$ cat src/logic/gpe_pkg.sv
// Package for the GPIO output level and pin-0 PWM level encoder
package gpe_pkg;

	// ==========================================================
	// Register map
	localparam logic [7:0]  ADDR_PIN_STATE  = 8'h4C;
	localparam logic [7:0]  ADDR_CFG        = 8'h4D;
	localparam logic [7:0]  ADDR_LEVELS     = 8'h4E;
	localparam logic [7:0]  ADDR_LOW_WAVE   = 8'h4F;
	localparam logic [7:0]  ADDR_HIGH_WAVE  = 8'h50;

	localparam logic [15:0] LEVELS_RESET    = 16'h0000;
	localparam logic [15:0] LOW_WAVE_RESET  = 16'h007F;
	localparam logic [15:0] HIGH_WAVE_RESET = 16'h3F80;
	localparam logic [15:0] CFG_RESET       = 16'h0000;
	// Bit 15 and bit 1 of the configuration register are reserved
	localparam logic [15:0] CFG_RW_MASK     = 16'h7FFD;
	// Time-base bits of the high-level waveform register are reserved
	localparam logic [15:0] HIGH_WAVE_MASK  = 16'h3FFF;

	// ==========================================================
	// Field layout
	localparam int          PIN_COUNT       = 5;
	localparam int          FMT_LSB         = 10;
	localparam int          DIR_LSB         = 5;
	localparam int          SRC_LSB         = 0;
	localparam int          PIN_ST_PAD      = 16 - PIN_COUNT;
	// Pin 1 has no alternate function and always takes general-purpose data
	localparam logic [4:0]  SRC_FIXED_GPIO  = 5'h02;

	// ==========================================================
	// Time base, in master-clock periods
	localparam logic [10:0] TICK_CYC_00     = 11'h010;
	localparam logic [10:0] TICK_CYC_01     = 11'h040;
	localparam logic [10:0] TICK_CYC_10     = 11'h100;
	localparam logic [10:0] TICK_CYC_11     = 11'h400;
	localparam logic [6:0]  COUNT_ZERO      = 7'h00;
	localparam logic [6:0]  COUNT_ONE       = 7'h01;

	// ==========================================================
	// Types
	typedef enum logic [1:0] {P_STAT, P_HIGH, P_LOW} gpe_phase_e;

	typedef struct packed {
		logic [1:0] tb;
		logic [6:0] hc;
		logic [6:0] lc;
	} gpe_wave_s;

	typedef struct packed {
		logic        wr;
		logic        rd;
		logic [7:0]  addr;
		logic [15:0] wdata;
	} gpe_reg_req_s;

	typedef struct packed {
		logic               overcurrent_b_output;
		logic               overcurrent_a_output;
		logic               fault_output;
		logic               missing_host_detect;
	} gpe_alt_s;

	typedef struct packed {
		gpe_phase_e phase;
		logic [6:0] cnt;
		logic [6:0] hc_l;
		logic [6:0] lc_l;
		logic [1:0] tb_l;
		logic [9:0] pre;
		logic       out;
	} gpe_pwm_s;

	typedef struct packed {
		logic [15:0] levels;
		gpe_wave_s   low_wave;
		gpe_wave_s   high_wave;
		logic [15:0] cfg;
		logic [4:0]  sync1;
		logic [4:0]  sync2;
		logic [15:0] rdata;
		logic [4:0]  pin_out;
		logic [4:0]  pin_oe;
	} gpe_top_s;

	// ==========================================================
	// Master-clock periods per tick for a time-base code
	function automatic logic [10:0] tick_cycles(input logic [1:0] tb);
		logic [10:0] c;
		c = TICK_CYC_00;
		unique case (tb)
			2'h0: c = TICK_CYC_00;
			2'h1: c = TICK_CYC_01;
			2'h2: c = TICK_CYC_10;
			2'h3: c = TICK_CYC_11;
		endcase
		return c;
	endfunction

endpackage

$ cat src/logic/gpe_level_encoder.sv
// GPIO output levels, pin routing and pin-0 PWM level encoder
`timescale 1ns/1ns
`default_nettype none

module gpe_level_encoder import gpe_pkg::*; (
	input  wire logic         clk_sys,     // System clock, 50 MHz
	input  wire logic         rst,         // Synchronous reset, active high
	input  wire gpe_reg_req_s reg_req,     // Register write/read request
	output logic [15:0]       reg_rdata,   // Read data, valid the cycle after rd
	input  wire gpe_alt_s     alt_src,     // Alternate-function pin sources
	input  wire logic [4:0]   gpio_in,     // Pin input levels (asynchronous)
	output logic [4:0]        gpio_out,    // Pin output levels
	output logic [4:0]        gpio_oe      // Pin output enables, high drives
);

	gpe_top_s   r;
	gpe_top_s   next_r;
	logic       pwm_out;
	logic [4:0] pin_dir;
	logic [4:0] pin_fmt;
	logic [4:0] pin_src;
	logic [4:0] alt_vec;
	logic [4:0] pin_level;

	// ==========================================================
	// Configuration fields and logical pin levels
	assign pin_dir = r.cfg[DIR_LSB +: PIN_COUNT];
	assign pin_fmt = r.cfg[FMT_LSB +: PIN_COUNT];
	assign pin_src = r.cfg[SRC_LSB +: PIN_COUNT] | SRC_FIXED_GPIO;
	assign alt_vec = {
		alt_src.overcurrent_b_output,
		alt_src.overcurrent_a_output,
		alt_src.fault_output,
		1'b0,
		alt_src.missing_host_detect
	};

	// Source bit picks data register or alternate function per pin
	always_comb begin
		pin_level = '0;
		for (int k = 0; k < PIN_COUNT; k++) begin
			pin_level[k] = pin_src[k] ? r.levels[k] : alt_vec[k];
		end
	end

	// ==========================================================
	// Pin-0 waveform generator
	// The generator runs whatever the format bit says, so switching to PWM
	// starts on a running time base instead of waiting for a restart.
	gpe_pwm_gen u_pwm (
		.clk_sys   (clk_sys),
		.rst       (rst),
		.level     (pin_level[0]),
		.low_wave  (r.low_wave),
		.high_wave (r.high_wave),
		.pwm_out   (pwm_out)
	);

	// ==========================================================
	// Next state
	always_comb begin
		next_r       = r;
		next_r.sync1 = gpio_in;
		next_r.sync2 = r.sync1;

		if (reg_req.wr) begin
			case (reg_req.addr)
				ADDR_LEVELS: begin
					// Upper bits are kept and read back, but only bits 4:0 reach the pins
					next_r.levels = reg_req.wdata;
				end
				ADDR_LOW_WAVE: begin
					next_r.low_wave = gpe_wave_s'(reg_req.wdata);
				end
				ADDR_HIGH_WAVE: begin
					next_r.high_wave = gpe_wave_s'(reg_req.wdata & HIGH_WAVE_MASK);
				end
				ADDR_CFG: begin
					next_r.cfg = reg_req.wdata & CFG_RW_MASK;
				end
				default: begin
				end
			endcase
		end

		if (reg_req.rd) begin
			case (reg_req.addr)
				ADDR_LEVELS: begin
					next_r.rdata = r.levels;
				end
				ADDR_LOW_WAVE: begin
					next_r.rdata = r.low_wave;
				end
				ADDR_HIGH_WAVE: begin
					next_r.rdata = r.high_wave;
				end
				ADDR_CFG: begin
					next_r.rdata = r.cfg;
				end
				ADDR_PIN_STATE: begin
					next_r.rdata = {{PIN_ST_PAD{1'b0}}, r.sync2};
				end
				default: begin
					next_r.rdata = '0;
				end
			endcase
		end

		// Pins not driven are parked low so the output never floats internally
		for (int k = 0; k < PIN_COUNT; k++) begin
			next_r.pin_oe[k]  = pin_dir[k];
			next_r.pin_out[k] = pin_dir[k] & pin_level[k];
		end
		if (pin_fmt[0]) begin
			next_r.pin_out[0] = pin_dir[0] & pwm_out;
		end
	end

	// ==========================================================
	// State register
	always_ff @(posedge clk_sys) begin
		if (rst) begin
			r           <= '0;
			r.levels    <= LEVELS_RESET;
			r.low_wave  <= gpe_wave_s'(LOW_WAVE_RESET);
			r.high_wave <= gpe_wave_s'(HIGH_WAVE_RESET);
			r.cfg       <= CFG_RESET;
		end else begin
			r <= next_r;
		end
	end

	assign reg_rdata = r.rdata;
	assign gpio_out  = r.pin_out;
	assign gpio_oe   = r.pin_oe;
endmodule // gpe_level_encoder

`default_nettype wire

$ cat src/logic/gpe_pwm_gen.sv
// Pin-0 PWM level generator with time-base prescaler
`timescale 1ns/1ns
`default_nettype none

module gpe_pwm_gen import gpe_pkg::*; (
	input  wire logic      clk_sys,    // System clock
	input  wire logic      rst,        // Synchronous reset
	input  wire logic      level,      // Logical level to encode
	input  wire gpe_wave_s low_wave,   // Waveform for a logical low
	input  wire gpe_wave_s high_wave,  // Waveform for a logical high
	output logic           pwm_out     // Encoded waveform
);

	gpe_pwm_s   r;
	gpe_pwm_s   next_r;
	logic       tick;
	logic [6:0] sel_hc;
	logic [6:0] sel_lc;

	// ==========================================================
	// Tick and waveform selection
	// Time base always comes from the low-level register; compare with >= so a
	// shrinking time base cannot leave the prescaler beyond its wrap point
	assign tick   = ({1'b0, r.pre} >= (tick_cycles(r.tb_l) - 11'h001));
	assign sel_hc = level ? high_wave.hc : low_wave.hc;
	assign sel_lc = level ? high_wave.lc : low_wave.lc;

	// ==========================================================
	// Phase sequencer
	always_comb begin
		next_r     = r;
		next_r.pre = tick ? 10'h000 : (r.pre + 10'h001);
		if (tick) begin
			unique case (r.phase)
				P_HIGH: begin
					if (r.cnt == COUNT_ONE) begin
						next_r.phase = P_LOW;
						next_r.cnt   = r.lc_l;
						next_r.out   = 1'b0;
					end else begin
						next_r.cnt = r.cnt - COUNT_ONE;
					end
				end
				P_LOW, P_STAT: begin
					// New settings are taken only at a period boundary
					if (r.phase == P_STAT || r.cnt == COUNT_ONE) begin
						next_r.hc_l = sel_hc;
						next_r.lc_l = sel_lc;
						next_r.tb_l = low_wave.tb;
						next_r.cnt  = sel_hc;
						if (sel_hc == COUNT_ZERO) begin
							next_r.phase = P_STAT;
							next_r.out   = 1'b0;
						end else if (sel_lc == COUNT_ZERO) begin
							next_r.phase = P_STAT;
							next_r.out   = 1'b1;
						end else begin
							next_r.phase = P_HIGH;
							next_r.out   = 1'b1;
						end
					end else begin
						next_r.cnt = r.cnt - COUNT_ONE;
					end
				end
			endcase
		end
	end

	always_ff @(posedge clk_sys) begin
		if (rst) begin
			r <= '0;
		end else begin
			r <= next_r;
		end
	end

	assign pwm_out = r.out;

	// ==========================================================
	// Checks
	logic [16:0] hi_run;
	logic [16:0] lo_run;

	always_ff @(posedge clk_sys) begin
		if (rst) begin
			hi_run <= 17'h00000;
			lo_run <= 17'h00000;
		end else begin
			hi_run <= (r.phase == P_HIGH) ? (hi_run + 17'h00001) : 17'h00000;
			lo_run <= (r.phase == P_LOW) ? (lo_run + 17'h00001) : 17'h00000;
		end
	end
endmodule // gpe_pwm_gen

`default_nettype wire

$ cat config.mk
export PLATFORM = sky130hd
export DESIGN_NAME = gpe_level_encoder
export DESIGN_NICKNAME = d
export VERILOG_FILES = /design/src/logic/gpe_pkg.sv /design/src/logic/gpe_level_encoder.sv /design/src/logic/gpe_pwm_gen.sv
export SDC_FILE = /design/constraint.sdc
export NUM_CORES = 1
export LEC_CHECK = 0
export BUFFER_PORTS_ARGS = -buffer_cell sky130_fd_sc_hd__buf_4
export CAP_MARGIN = 40
export CELL_PAD_IN_SITES_DETAIL_PLACEMENT = 2
export CELL_PAD_IN_SITES_GLOBAL_PLACEMENT = 2
export CORE_ASPECT_RATIO = 0.75
export CORE_MARGIN = 5
export CORE_UTILIZATION = 35
export CTS_CLUSTER_DIAMETER = 100
export DETAILED_ROUTE_END_ITERATION = 10
export GPL_TIMING_DRIVEN = 0
export PLACE_DENSITY_LB_ADDON = 0.1
export SETUP_SLACK_MARGIN = 0.05
export SLEW_MARGIN = 10
export SYNTH_ARGS = -nofsm -noshare
export SYNTH_HDL_FRONTEND = slang
export SYNTH_SLANG_ARGS = --single-unit
$ cat constraint.sdc
create_clock -name clk_sys -period 2.7 [get_ports clk_sys]
set_clock_uncertainty 0.05 [all_clocks]
set_input_delay 0.135 -clock clk_sys [delete_from_list [all_inputs] [get_ports clk_sys]]
set_output_delay 0.135 -clock clk_sys [all_outputs]
set_load 0.02 [all_outputs]
# Word-level counts from Yosys, hierarchy flattened
# Cells that the tools add are included.
# Widths: inputs -> output; s select.
# classes
add_sub_neg	3
n_bitwise	6
mux	20
reduce_logical	13
n_eq_ne	13
magnitude_cmp	1
# op_table
operator	n
$pmux 16 s5	1
$pmux 11 s4	1
$eq 8x7->1 const B	5
$mux 7	4
$pmux 9 s2	1
$logic_not 7->1	2
$ge 10x11->1	1
$sub 11x1->11 const B	1
$add 10x1->10 const B	1
$mux 1	10
$reduce_and 2->1	4
$eq 7x1->1 const B	1
$sub 7x1->7 const B	1
$and 1x1->1	6
$eq 2x2->1 const B	3
$reduce_and 3->1	2
$eq 2x1->1 const B	2
$logic_not 2->1	2
$mux 2	2
$ne 2x1->1 const B	2
$reduce_or 2->1	2
$pmux 1 s2	1
$logic_or 1x1->1	1
# totals
elab_cells	74
register_bits	125
output_inout_bits	26
inputBits	37

# Logic depth before layout (Yosys ltp)
# Gate-level depths: netlist of run 1.
# depth
word_depth	7
mapped_depth	8
mapped_depth_nobuf	7

# By module
# Synthesis of run 1 repeated with hierarchy kept, for this count alone.
# unflattened
hier_cells	645
hier_area_um2	5896.9
# modules_own_cells
mod	instances	cells_each	area_each_um2	seq_area_each_um2
gpe_level_encoder	1	422	3993.8	1921.8
gpe_pwm_gen	1	223	1903.1	580.6

# Least setup slack after synthesis of run 1
# OpenSTA, ideal clock, no wires.
# synth_timing
path_type	flip-flop to flip-flop
from	register u_pwm.r[12] (netlist bit)
to	register u_pwm.r[32] (netlist bit)
period_less_slack_ns	2.015
path_buffers	1
arrival_ns	1.824
stages_incl_launch_ff	9
slack_ns	0.685
required_time_ns	2.509
setup_time_ns	0.141
path_cell_list	dfxtp_1 inv_1 ha_1 inv_1 o41ai_1 o21bai_1 buf_2 a221oi_1 a311oi_1
# synth_between
elab_chain_len	4
elab_cells_between_ends	7
classes_between	1 x add/sub; 1 x order compare; 3 x eq/ne; 1 x mux; 1 x reduce/logical
# synth_lines
item	line_no	rtl
from (decl)	gpe_pwm_gen.sv:14	gpe_pwm_s r;
from (signal assigned)	gpe_pwm_gen.sv:73	r <= next_r;
$eq 2x2->1, or another cell as far along	gpe_pkg.sv:91	unique case (tb)
$pmux 11 s4 (*)	gpe_pkg.sv:91	
$sub 11x1->11 (*)	gpe_pwm_gen.sv:24	assign tick = ({1'b0, r.pre} >= (tick_cycles(r.tb_l) - 11'h001));
$ge 10x11->1 (*)	gpe_pwm_gen.sv:24	
# Mark *: on every way between the ends. The rest lies on a longest branch, timed or not. The select of a mux whose other input is x is not followed.
# A chain may end at the register's enable or synchronous reset.

# Worst setup path in the final report of run 1
# layout_timing
from	register u_pwm.r[12] (netlist bit)
to	register u_pwm.r[13] (netlist bit)
# layout_between
elab_chain_len	5
elab_cells_between_ends	8
classes_between	1 x add/sub; 1 x order compare; 3 x eq/ne; 1 x mux; 2 x reduce/logical
# layout_lines
item	line_no
$eq 2x2->1, or another cell as far along	gpe_pkg.sv:91
$pmux 11 s4 (*)	gpe_pkg.sv:91
$sub 11x1->11 (*)	gpe_pwm_gen.sv:24
$ge 10x11->1 (*)	gpe_pwm_gen.sv:24
$reduce_and 3->1 (no source line) (*)	--
# Marks and branches as above.

==> results.py, run 1 <==
metrics = {
    "floorplanning": {
        "die_w_um": 158,
        "die_h_um": 121,
        "dieArea_um2": 19100,
        "rows": 40,
        "ios": 63,
        "coreArea_um2": 16100,
        "start_util": 0.358,
    },
    "critical_path": {
        "timing.rr.start": "u_pwm.r[12]$_SDFFE_PP0P_",
        "startpoint": "u_pwm.r[12]$_SDFFE_PP0P_",
        "reg2reg_to": "u_pwm.r[13]$_SDFFE_PP0P_",
        "r2r_slack_ps": 250,
        "startpoint_type": "flop",
        "endpoint": "u_pwm.r[13]$_SDFFE_PP0P_",
        "cp.arrival_ps": 2750,
        "end_kind": "flop",
        "worstRegToRegCells": 8,
        "critical_path_class": "reg -> reg",
        "cp.required_ps": 3000,
        "crit_fanout": 7,
    },
    "timing": {
        "timing.final.crit_share": 0.908,
        "rsz0062_at_grt": "no",
        "timing.final.crit_period_ps": 2450,
        "setup_violations": 0,
        "drv_slew": 0,
        "max_freq_mhz": 408,
        "slew_headroom": 0.516,
        "finalHoldViolCount": 0,
        "tightest_slew_ps": 727,
        "fin_tns_setup_ps": 0,
    },
    "final_layout": {
        "num_antenna_cells": 0,
        "nFillCells": 1727,
        "drive_gt1_frac": 0.207,
        "fin_area_um2": 7430,
        "nNetsFinal": 826,
        "syn_to_final_growth_pct": 29.1,
    },
    "detailed_routing": {
        "dr.first_iter.drc_count": 372,
        "via_count": 5590,
        "post-route-drc-count": 0,
        "post_drt_wl_per_cell_um": 22.1,
        "viasPerCell": 5.57,
        "dr.pass1.iters": 6,
        "routed_wl_mm": 22.2,
        "detail-route-antenna-nets": 0,
    },
    "synthesis": {
        "ys_async_sr_fraction": 0,
        "seq_area_frac_synth": 0.435,
        "synthTopCellsByCount": "nand2_1, dfxtp_1, a21oi_1, nand3_1, buf_4",
        "ys.flop_type": "dfxtp_1",
        "synth_edf_count": 0,
        "synth.ff_latch_count": 125,
        "synthTopCellsByArea": "dfxtp_1, nand2_1, a21oi_1",
        "synth_most_common_cell": "nand2_1",
        "synthCells": 675,
        "synth.largest_area_cell": "dfxtp_1",
        "ys.warnings.count": 0,
        "synth_top_area_share": 0.435,
        "synth_cell_types": 65,
        "synth_area_um2": 5760,
        "syn_avg_cell_area_um2": 8.53,
        "syn_nets": 720,
    },
    "pwr": {
        "p_int_w": 0.00372,
        "share_seq_of_total_power": 0.392,
        "power_density_nw_per_um2": 642,
        "power.net_switching_w": 0.00105,
        "p_leak_nw": 3.01,
        "clockPowerShare": 0.559,
        "sw_frac_of_total": 0.220,
        "ir_drop_mv": 0.407,
        "combinationalPowerShare": 0.049,
    },
    "clock_tree": {
        "cts_tree": "built",
        "path_clk_slew_ps": 60,
        "clk_path_buf_depth": 2,
        "cts_setup_buffers": 0,
        "clk_latency_ps": 430,
        "cts_buffers": 17,
        "htreeDepth": 4,
        "cts_root_buf": "clkbuf_16",
        "clock-sinks": 125,
    },
    "run": {
        "drv_cap": 0,
    },
    "global_route": {
        "grt_max_degree": 17,
        "grt_antenna_before_repair": 0,
        "grt_pass1_vias": 6055,
        "grt.total_usage": 0.238,
        "overflow": 0,
        "grt_pass1_wl_mm": 34.6,
    },
    "placed_design": {
        "dp_hpwl_mm": 16.1,
        "dpl_cell_area_um2": 6490,
        "routabilityCongestion": 0.819,
        "portBuffers": 61,
    },
    "status": {
        "status": "finished, final reports clean",
    },
    "hold_path": {
        "whs_path_depth": 5,
        "hp-class": "in -> reg",
    },
}
==> cell type report <==
type / instances / area (µm²) / area share
Clock buffer: 18 / 439 / 0.0591
Multi-Input combinational cell: 474 / 2860 / 0.384
Buffer: 68 / 384 / 0.0517
Inverter: 8 / 30.0 / 0.00404
Tap cell: 210 / 263 / 0.0354
Timing Repair Buffer: 87 / 719 / 0.0968
Clock inverter: 13 / 238 / 0.0320
Sequential cell: 125 / 2500 / 0.337
==> critical path, stage by stage (launching register included) <==
cell and delay (ps):
dfxtp_1 490, inv_1 150, ha_1 330, a31oi_1 240, o41ai_2 130, o21ba_2 200, buf_2 180, o21ai_4 330
mux2i_1 260
==> logic make-up after synthesis <==
family | Yosys count | share of synthesized area
buf+inv | 76 | 0.0719
flops | 125 | 0.435
compound gates | 151 | 0.175
xor+xnor | 10 | 0.0152
mux | 31 | 0.0582
simple gates | 274 | 0.227
fa+ha+maj | 8 | 0.0174
==> how the worst min path moves through the flow <==
stage | start | to | slack (ps)
4_1_cts | reg_req[23] | reg_rdata[14]$_SDFFE_PP0P_ | 130
5_1_grt | reg_req[23] | reg_rdata[14]$_SDFFE_PP0P_ | 180
2_1_floorplan | reg_req[7] | r[59]$_SDFFE_PP1P_ | 210
3_3_place_gp | gpio_in[2] | next_r[28]$_SDFF_PP0_ | 300
3_5_place_dp | gpio_in[3] | next_r[29]$_SDFF_PP0_ | 310
6_report | reg_req[23] | reg_rdata[14]$_SDFFE_PP0P_ | 130
==> metrics by stage <==
step	worst slack, ps	cells	utilization	total power, W	hold WS [ps]
floorplan	685	675	-	0.00200	209
global placement	310	946	0.403	0.00210	302
detailed placement	226	947	0.404	0.00211	307
CTS	183	1003	0.462	0.00480	132
global route	95.7	1003	0.463	0.00490	179
finish	248	1003	0.463	0.00477	133
==> sequential cells by signal, indices dropped and copies added (netlist names) <==
signal and flops:
gpio_oe 5, pin_src 4, pin_fmt 5, u_pwm.r 28, pin_level 1, r 50, u_pwm.pwm_out 1, next_r 10
gpio_out 5, reg_rdata 16
==> power groups by stage <==
| stage | clock network (W) | logic (W) | registers (W) |
|---|---|---|---|
| floorplan | 0 | 0.0000934 | 0.00191 |
| global placement | 0 | 0.000194 | 0.00191 |
| detailed placement | 0 | 0.000202 | 0.00191 |
| CTS | 0.00269 | 0.000233 | 0.00187 |
| global route | 0.00278 | 0.000251 | 0.00187 |
| finish | 0.00267 | 0.000235 | 0.00187 |
==> layout by cell type (no fill, tap or decap), drive strengths merged, types with 3 or more instances in the layout <==
cell type    netlist  final
mux2i             21     21
nor3              15     15
a21oi             66     66
and2               7      7
buf               44    105
dlygate4sd3        0     25
a22oi              7      7
inv                7      9
xnor2              3      3
nor4              12     12
ha                 8      8
xor2               7      7
a222oi            15     15
o211ai             3      3
o21ai             14     14
nor2               9      9
mux2              10     10
nand3             40     40
nand2            151    151
clkinv             1      6
a211oi             7      7
bufinv             0      6
a31oi              6      6
o31ai              4      4
nor2b             20     20
clkbuf            24     42
dfxtp            125    125
a21o              12     12
and3               4      4
==> timing repair <==
action                                  CTS  global route
endpoints found under the hold margin    69             0
endpoints found under the setup margin    0             6
resized for setup                         0             2
hold buffers                             25             0
==> metal layers <==
| layer | part of all wire | global-route usage | vias to the layer above | routed length, µm |
|---|---|---|---|---|
| met2 | 0.48 | 0.390 | 125 | 10600 |
| met3 | 0.044 | 0.0439 | 25 | 977 |
| li1 | - | - | 2592 | - |
| met5 | 0 | 0 | - | 0 |
| met4 | 0.013 | 0.0597 | 0 | 289 |
| met1 | 0.47 | 0.324 | 2848 | 10400 |
Note: power is estimated with default switching activity, not from simulation.
==> run 2, diff against run 1 <==
- CORE_UTILIZATION: 35 -> 38
- RECOVER_POWER: default -> 50
- clock period: 2.7 -> 3.1 ns (I/O delays scaled with it)
==> results.py, run 2 (synthesized netlist as in run 1, its figures left out) <==
metrics = {
    "critical_path": {
        "worstRegToRegCells": 8,
        "startpoint": "u_pwm.r[12]$_SDFFE_PP0P_",
        "reg2reg_to": "u_pwm.r[18]$_SDFFE_PP0P_",
        "crit_fanout": 7,
        "r2r_slack_ps": 630,
        "endpoint": "u_pwm.r[18]$_SDFFE_PP0P_",
        "cp.arrival_ps": 2760,
        "critical_path_class": "reg -> reg",
        "end_kind": "flop",
        "timing.rr.start": "u_pwm.r[12]$_SDFFE_PP0P_",
        "cp.required_ps": 3390,
        "startpoint_type": "flop",
    },
    "detailed_routing": {
        "routed_wl_mm": 23.4,
        "dr.first_iter.drc_count": 408,
        "viasPerCell": 5.64,
        "dr.pass1.iters": 7,
        "via_count": 5635,
        "post-route-drc-count": 0,
        "post_drt_wl_per_cell_um": 23.5,
        "detail-route-antenna-nets": 0,
    },
    "timing": {
        "tightest_slew_ps": 1010,
        "finalHoldViolCount": 0,
        "timing.final.crit_period_ps": 2470,
        "worst_slack_ps": 627,
        "max_freq_mhz": 404,
        "setup_violations": 0,
        "drv_slew": 0,
        "timing.final.crit_share": 0.798,
        "rsz0062_at_grt": "no",
        "slew_headroom": 0.320,
        "fin_tns_setup_ps": 0,
    },
    "floorplanning": {
        "dieArea_um2": 17700,
        "die_h_um": 117,
        "start_util": 0.383,
        "rows": 39,
        "ios": 63,
        "die_w_um": 152,
        "coreArea_um2": 15000,
    },
    "global_route": {
        "grt_antenna_before_repair": 1,
        "grt_max_degree": 17,
        "grt.total_usage": 0.270,
        "grt_pass1_vias": 6268,
        "grt_pass1_wl_mm": 36.8,
        "overflow": 0,
    },
    "placed_design": {
        "dp_hpwl_mm": 16.3,
        "routabilityCongestion": 0.837,
        "post-place-ws_ps": 686,
        "dp.cells": 942,
        "portBuffers": 61,
    },
    "clock_tree": {
        "clock-sinks": 125,
        "cts_buffers": 17,
        "clk_path_buf_depth": 2,
        "path_clk_slew_ps": 60,
        "cts_tree": "built",
        "cts_root_buf": "clkbuf_16",
        "htreeDepth": 4,
        "post_cts_resize_count": 0,
        "clk_latency_ps": 430,
    },
    "final_layout": {
        "multi_input_area_um2": 2840,
        "largest_reg_flops": 50,
        "final_common_cell": "nand2_1",
        "num_antenna_cells": 0,
        "stdcell_count": 999,
        "nNetsFinal": 826,
        "fin_util": 0.482,
        "regMostFlops": "r",
        "nFillCells": 1713,
        "drive_gt1_frac": 0.169,
        "syn_to_final_growth_pct": 25.8,
        "final_cell_mix": "nand2_1, dfxtp_1, a21oi_1",
        "regArea_um2": 2500,
    },
    "pwr": {
        "p_leak_nw": 2.84,
        "ir_drop_mv": 0.384,
        "power_density_nw_per_um2": 548,
    },
    "run": {
        "drv_cap": 0,
    },
    "status": {
        "status": "finished, final reports clean",
    },
    "hold_path": {
        "hp-class": "in -> reg",
    },
}
## run 2: changes by cell type in the layout (fill, tap and decap cells not counted), moves of 2 or more
cell / change
clkbuf_1: +29
buf_4: -27
bufinv_16: -3
clkinvlp_4: +3
buf_2: -2
## run 2: routing by layer
layer	track usage	vias to the layer above	wire (µm)
met3	0.0493	28	1020
met5	0	-	0
met1	0.335	2876	10500
met2	0.488	139	11500
li1	-	2592	-
met4	0.0790	0	396
## run 2: cell type report
cell class	count	area share
well taps	205	0.0354
clock buffers	18	0.0606
plain buffers	68	0.0525
inverters	8	0.00414
multi-input cells	474	0.391
repair buffers	87	0.0850
clock inverters	14	0.0256
flip-flops and latches	125	0.345
## run 2: how the worst min path moves through the flow
stage                     slack, ps  cells past startpoint        start                         end
after detailed placement        330                      2   gpio_in[3]       next_r[29]$_SDFF_PP0_
final                           160                      5  reg_req[23]  reg_rdata[14]$_SDFFE_PP0P_
after global routing            200                      5  reg_req[23]  reg_rdata[14]$_SDFFE_PP0P_
after floorplan                 230                      2   reg_req[7]          r[59]$_SDFFE_PP1P_
after CTS                       160                      5  reg_req[23]  reg_rdata[14]$_SDFFE_PP0P_
after global placement          320                      2   gpio_in[2]       next_r[28]$_SDFF_PP0_
## run 2: power by group
group	total (W)	leakage (nW)	internal (W)	switching, W
Combinational	0.000206	1.53	0.0000885	0.000117
Sequential	0.00163	1.01	0.00162	0.0000109
Clock	0.00214	0.296	0.00130	0.000834
## run 2: through the flow
step | hold WS (ps) | power [W] | cell area (µm²)
finish | 162 | 0.00397 | 7250
global route | 204 | 0.00408 | 7250
CTS | 163 | 0.00398 | 7350
detailed placement | 333 | 0.00184 | 6480
global placement | 324 | 0.00183 | 6470
floorplan | 229 | 0.00174 | 5760
## run 2: worst max-delay path: stages (launching register included)
cell and delay, ps:
dfxtp_1 440, inv_1 130, ha_1 330, a31oi_1 210, o41ai_1 140, o21ba_2 210
buf_2 180, o21ai_2 430, mux2i_1 270
## run 2: repair_timing
item                      CTS  global route
hold buffers               25             0
buffers inserted            0             0
hold endpoints to repair   66             0
==> run 3, diff against run 2 <==
- ABC_AREA: default -> 1
- CORE_UTILIZATION: 38 -> 30
- clock period: 3.1 -> 2.1 ns (I/O delays scaled with it)
==> results.py, run 3 <==
metrics = {
    "final_layout": {
        "regMostFlops": "r",
        "num_antenna_cells": 0,
        "final_common_cell": "nand2_1",
        "nFillCells": 2288,
        "final_cell_mix": "nand2_1, dfxtp_1, inv_1",
        "syn_to_final_growth_pct": 25.7,
        "drive_gt1_frac": 0.145,
        "largest_reg_flops": 50,
        "stdcell_count": 1200,
        "nNetsFinal": 980,
    },
    "synthesis": {
        "synth.largest_area_cell": "dfxtp_1",
        "synthTopCellsByArea": "dfxtp_1, nand2_1, nand3_1",
        "ys.flop_type": "dfxtp_1",
        "synth_most_common_cell": "nand2_1",
        "syn_avg_cell_area_um2": 7.20,
        "ys_async_sr_fraction": 0,
        "synth_edf_count": 0,
        "seq_area_frac_synth": 0.419,
        "syn_nets": 875,
        "synthTopCellsByCount": "nand2_1, dfxtp_1, inv_1, nor2_1, nand3_1",
        "synth_cell_types": 37,
        "synth_area_um2": 5970,
        "synthCells": 830,
        "synth_top_area_share": 0.419,
        "synth.ff_latch_count": 125,
        "ys.warnings.count": 0,
    },
    "timing": {
        "timing.final.crit_share": 0.913,
        "fin_tns_setup_ps": 0,
        "rsz0062_at_grt": "yes",
        "slew_headroom": 0.439,
        "max_freq_mhz": 522,
        "finalHoldViolCount": 0,
        "timing.final.crit_period_ps": 1920,
        "setup_violations": 0,
        "drv_slew": 0,
        "tightest_slew_ps": 837,
    },
    "detailed_routing": {
        "viasPerCell": 4.91,
        "detail-route-antenna-nets": 0,
        "via_count": 5887,
        "post-route-drc-count": 0,
        "dr.pass1.iters": 5,
        "routed_wl_mm": 22.8,
        "dr.first_iter.drc_count": 288,
        "post_drt_wl_per_cell_um": 19.0,
    },
    "critical_path": {
        "endpoint": "u_pwm.r[33]$_SDFFE_PP0P_",
        "startpoint_type": "flop",
        "crit_fanout": 10,
        "end_kind": "flop",
        "worstRegToRegCells": 12,
        "reg2reg_to": "u_pwm.r[33]$_SDFFE_PP0P_",
        "cp.required_ps": 2360,
        "r2r_slack_ps": 180,
        "timing.rr.start": "u_pwm.r[12]$_SDFFE_PP0P_",
        "cp.arrival_ps": 2170,
        "startpoint": "u_pwm.r[12]$_SDFFE_PP0P_",
        "critical_path_class": "reg -> reg",
    },
    "floorplanning": {
        "rows": 44,
        "dieArea_um2": 22900,
        "start_util": 0.306,
        "die_w_um": 173,
        "coreArea_um2": 19500,
        "ios": 63,
        "die_h_um": 132,
    },
    "global_route": {
        "grt_max_degree": 17,
        "grt_pass1_vias": 6570,
        "grt.total_usage": 0.201,
        "grt_antenna_before_repair": 0,
        "grt_pass1_wl_mm": 36.6,
        "overflow": 0,
    },
    "pwr": {
        "p_leak_nw": 3.12,
        "power_density_nw_per_um2": 773,
        "ir_drop_mv": 0.384,
        "power_w": 0.00580,
    },
    "clock_tree": {
        "clock-sinks": 125,
        "cts_buffers": 17,
        "cts_root_buf": "clkbuf_16",
        "cts_tree": "built",
        "path_clk_slew_ps": 60,
        "cts_setup_buffers": 0,
        "clk_path_buf_depth": 2,
        "clk_latency_ps": 420,
        "htreeDepth": 4,
    },
    "placed_design": {
        "dp.cells": 1144,
        "dp_hpwl_mm": 17.2,
        "routabilityCongestion": 0.839,
        "portBuffers": 61,
    },
    "run": {
        "drv_cap": 0,
    },
    "hold_path": {
        "hp-class": "in -> reg",
        "whs_path_depth": 2,
    },
    "status": {
        "status": "finished, final reports clean",
    },
}
run 3: cell types whose count changed after synthesis, sizes merged, moves of 15 or more:
| cell | change |
|---|---|
| inv | +92 |
| nor2 | +85 |
| o21ai | +46 |
| nand3 | +39 |
| mux2i | -21 |
| nand2 | +21 |
| nor2b | -20 |
| a222oi | -15 |
run 3: layout make-up:
| type | count | area [µm²] | area share |
|---|---|---|---|
| Clock buffer | 18 | 439 | 0.0585 |
| Multi-Input combinational cell | 541 | 2690 | 0.358 |
| Tap cell | 253 | 317 | 0.0422 |
| Sequential cell | 125 | 2510 | 0.334 |
| Timing Repair Buffer | 86 | 607 | 0.0808 |
| Inverter | 100 | 377 | 0.0502 |
| Buffer | 64 | 402 | 0.0535 |
| Clock inverter | 13 | 168 | 0.0223 |
run 3: repair_timing:
action	CTS	global route
hold buffers	25	0
endpoints found under the hold margin	66	0
gates cloned	0	0
endpoints found under the setup margin	28	21
pin swaps	0	0
gates resized for setup	5	8
run 3: power by group:
group / internal, W / switching (W) / total [W] / leakage, nW
sequential: 0.00239 / 0.0000114 / 0.00240 / 1.01
combinational: 0.000131 / 0.000205 / 0.000336 / 1.82
clock: 0.00190 / 0.00117 / 0.00306 / 0.281
total: 0.00442 / 0.00138 / 0.00580 / 3.12
run 3: routing by layer:
layer  part of all wire  vias to the layer above  track usage
met5                  0                        -            0
met4             0.0083                        0       0.0421
met3              0.031                       15       0.0404
met2               0.47                       89        0.341
met1               0.49                     2917        0.268
li1                   -                     2866            -
run 3: worst min-delay path by stage:
| stage | startpoint | endpoint | slack, ps |
|---|---|---|---|
| 2_1_floorplan | gpio_in[0] | next_r[26]$_SDFF_PP0_ | 160 |
| 3_3_place_gp | gpio_in[2] | next_r[28]$_SDFF_PP0_ | 260 |
| 3_5_place_dp | gpio_in[4] | next_r[30]$_SDFF_PP0_ | 270 |
| 4_1_cts | reg_req[25] | next_r[2]$_SDFFE_PP0P_ | 70 |
| 5_1_grt | rst | gpio_oe[4]$_SDFF_PP0_ | 230 |
| 6_report | rst | gpio_oe[4]$_SDFF_PP0_ | 210 |
run 3: critical path: stages, from the launching register on:
cell      delay (ps)
dfxtp_4          380
nand2_1           80
ha_1             300
inv_2             90
nor2_4            50
nand3b_1          70
nand2_1           70
a21oi_2          130
nand2_2           90
buf_8            160
buf_6            140
o21ai_1          130
nor2_1            60
run 3: logic make-up after synthesis:
group	count (synthesis)	synth area share
compound gates	148	0.140
xor+xnor	9	0.0132
fa+ha+maj	8	0.0168
buf+inv	164	0.131
flops	125	0.419
simple gates	376	0.280
run 3: through the flow:
stage,worst slack [ps],util,area (µm²),hold WS (ps)
final,183,0.385,7510,210
after global routing,38.5,0.385,7510,231
after CTS,74.4,0.391,7610,70.0
after detailed placement,-176,0.346,6750,269
after global placement,-127,0.346,6750,260
after floorplan,357,-,5970,162
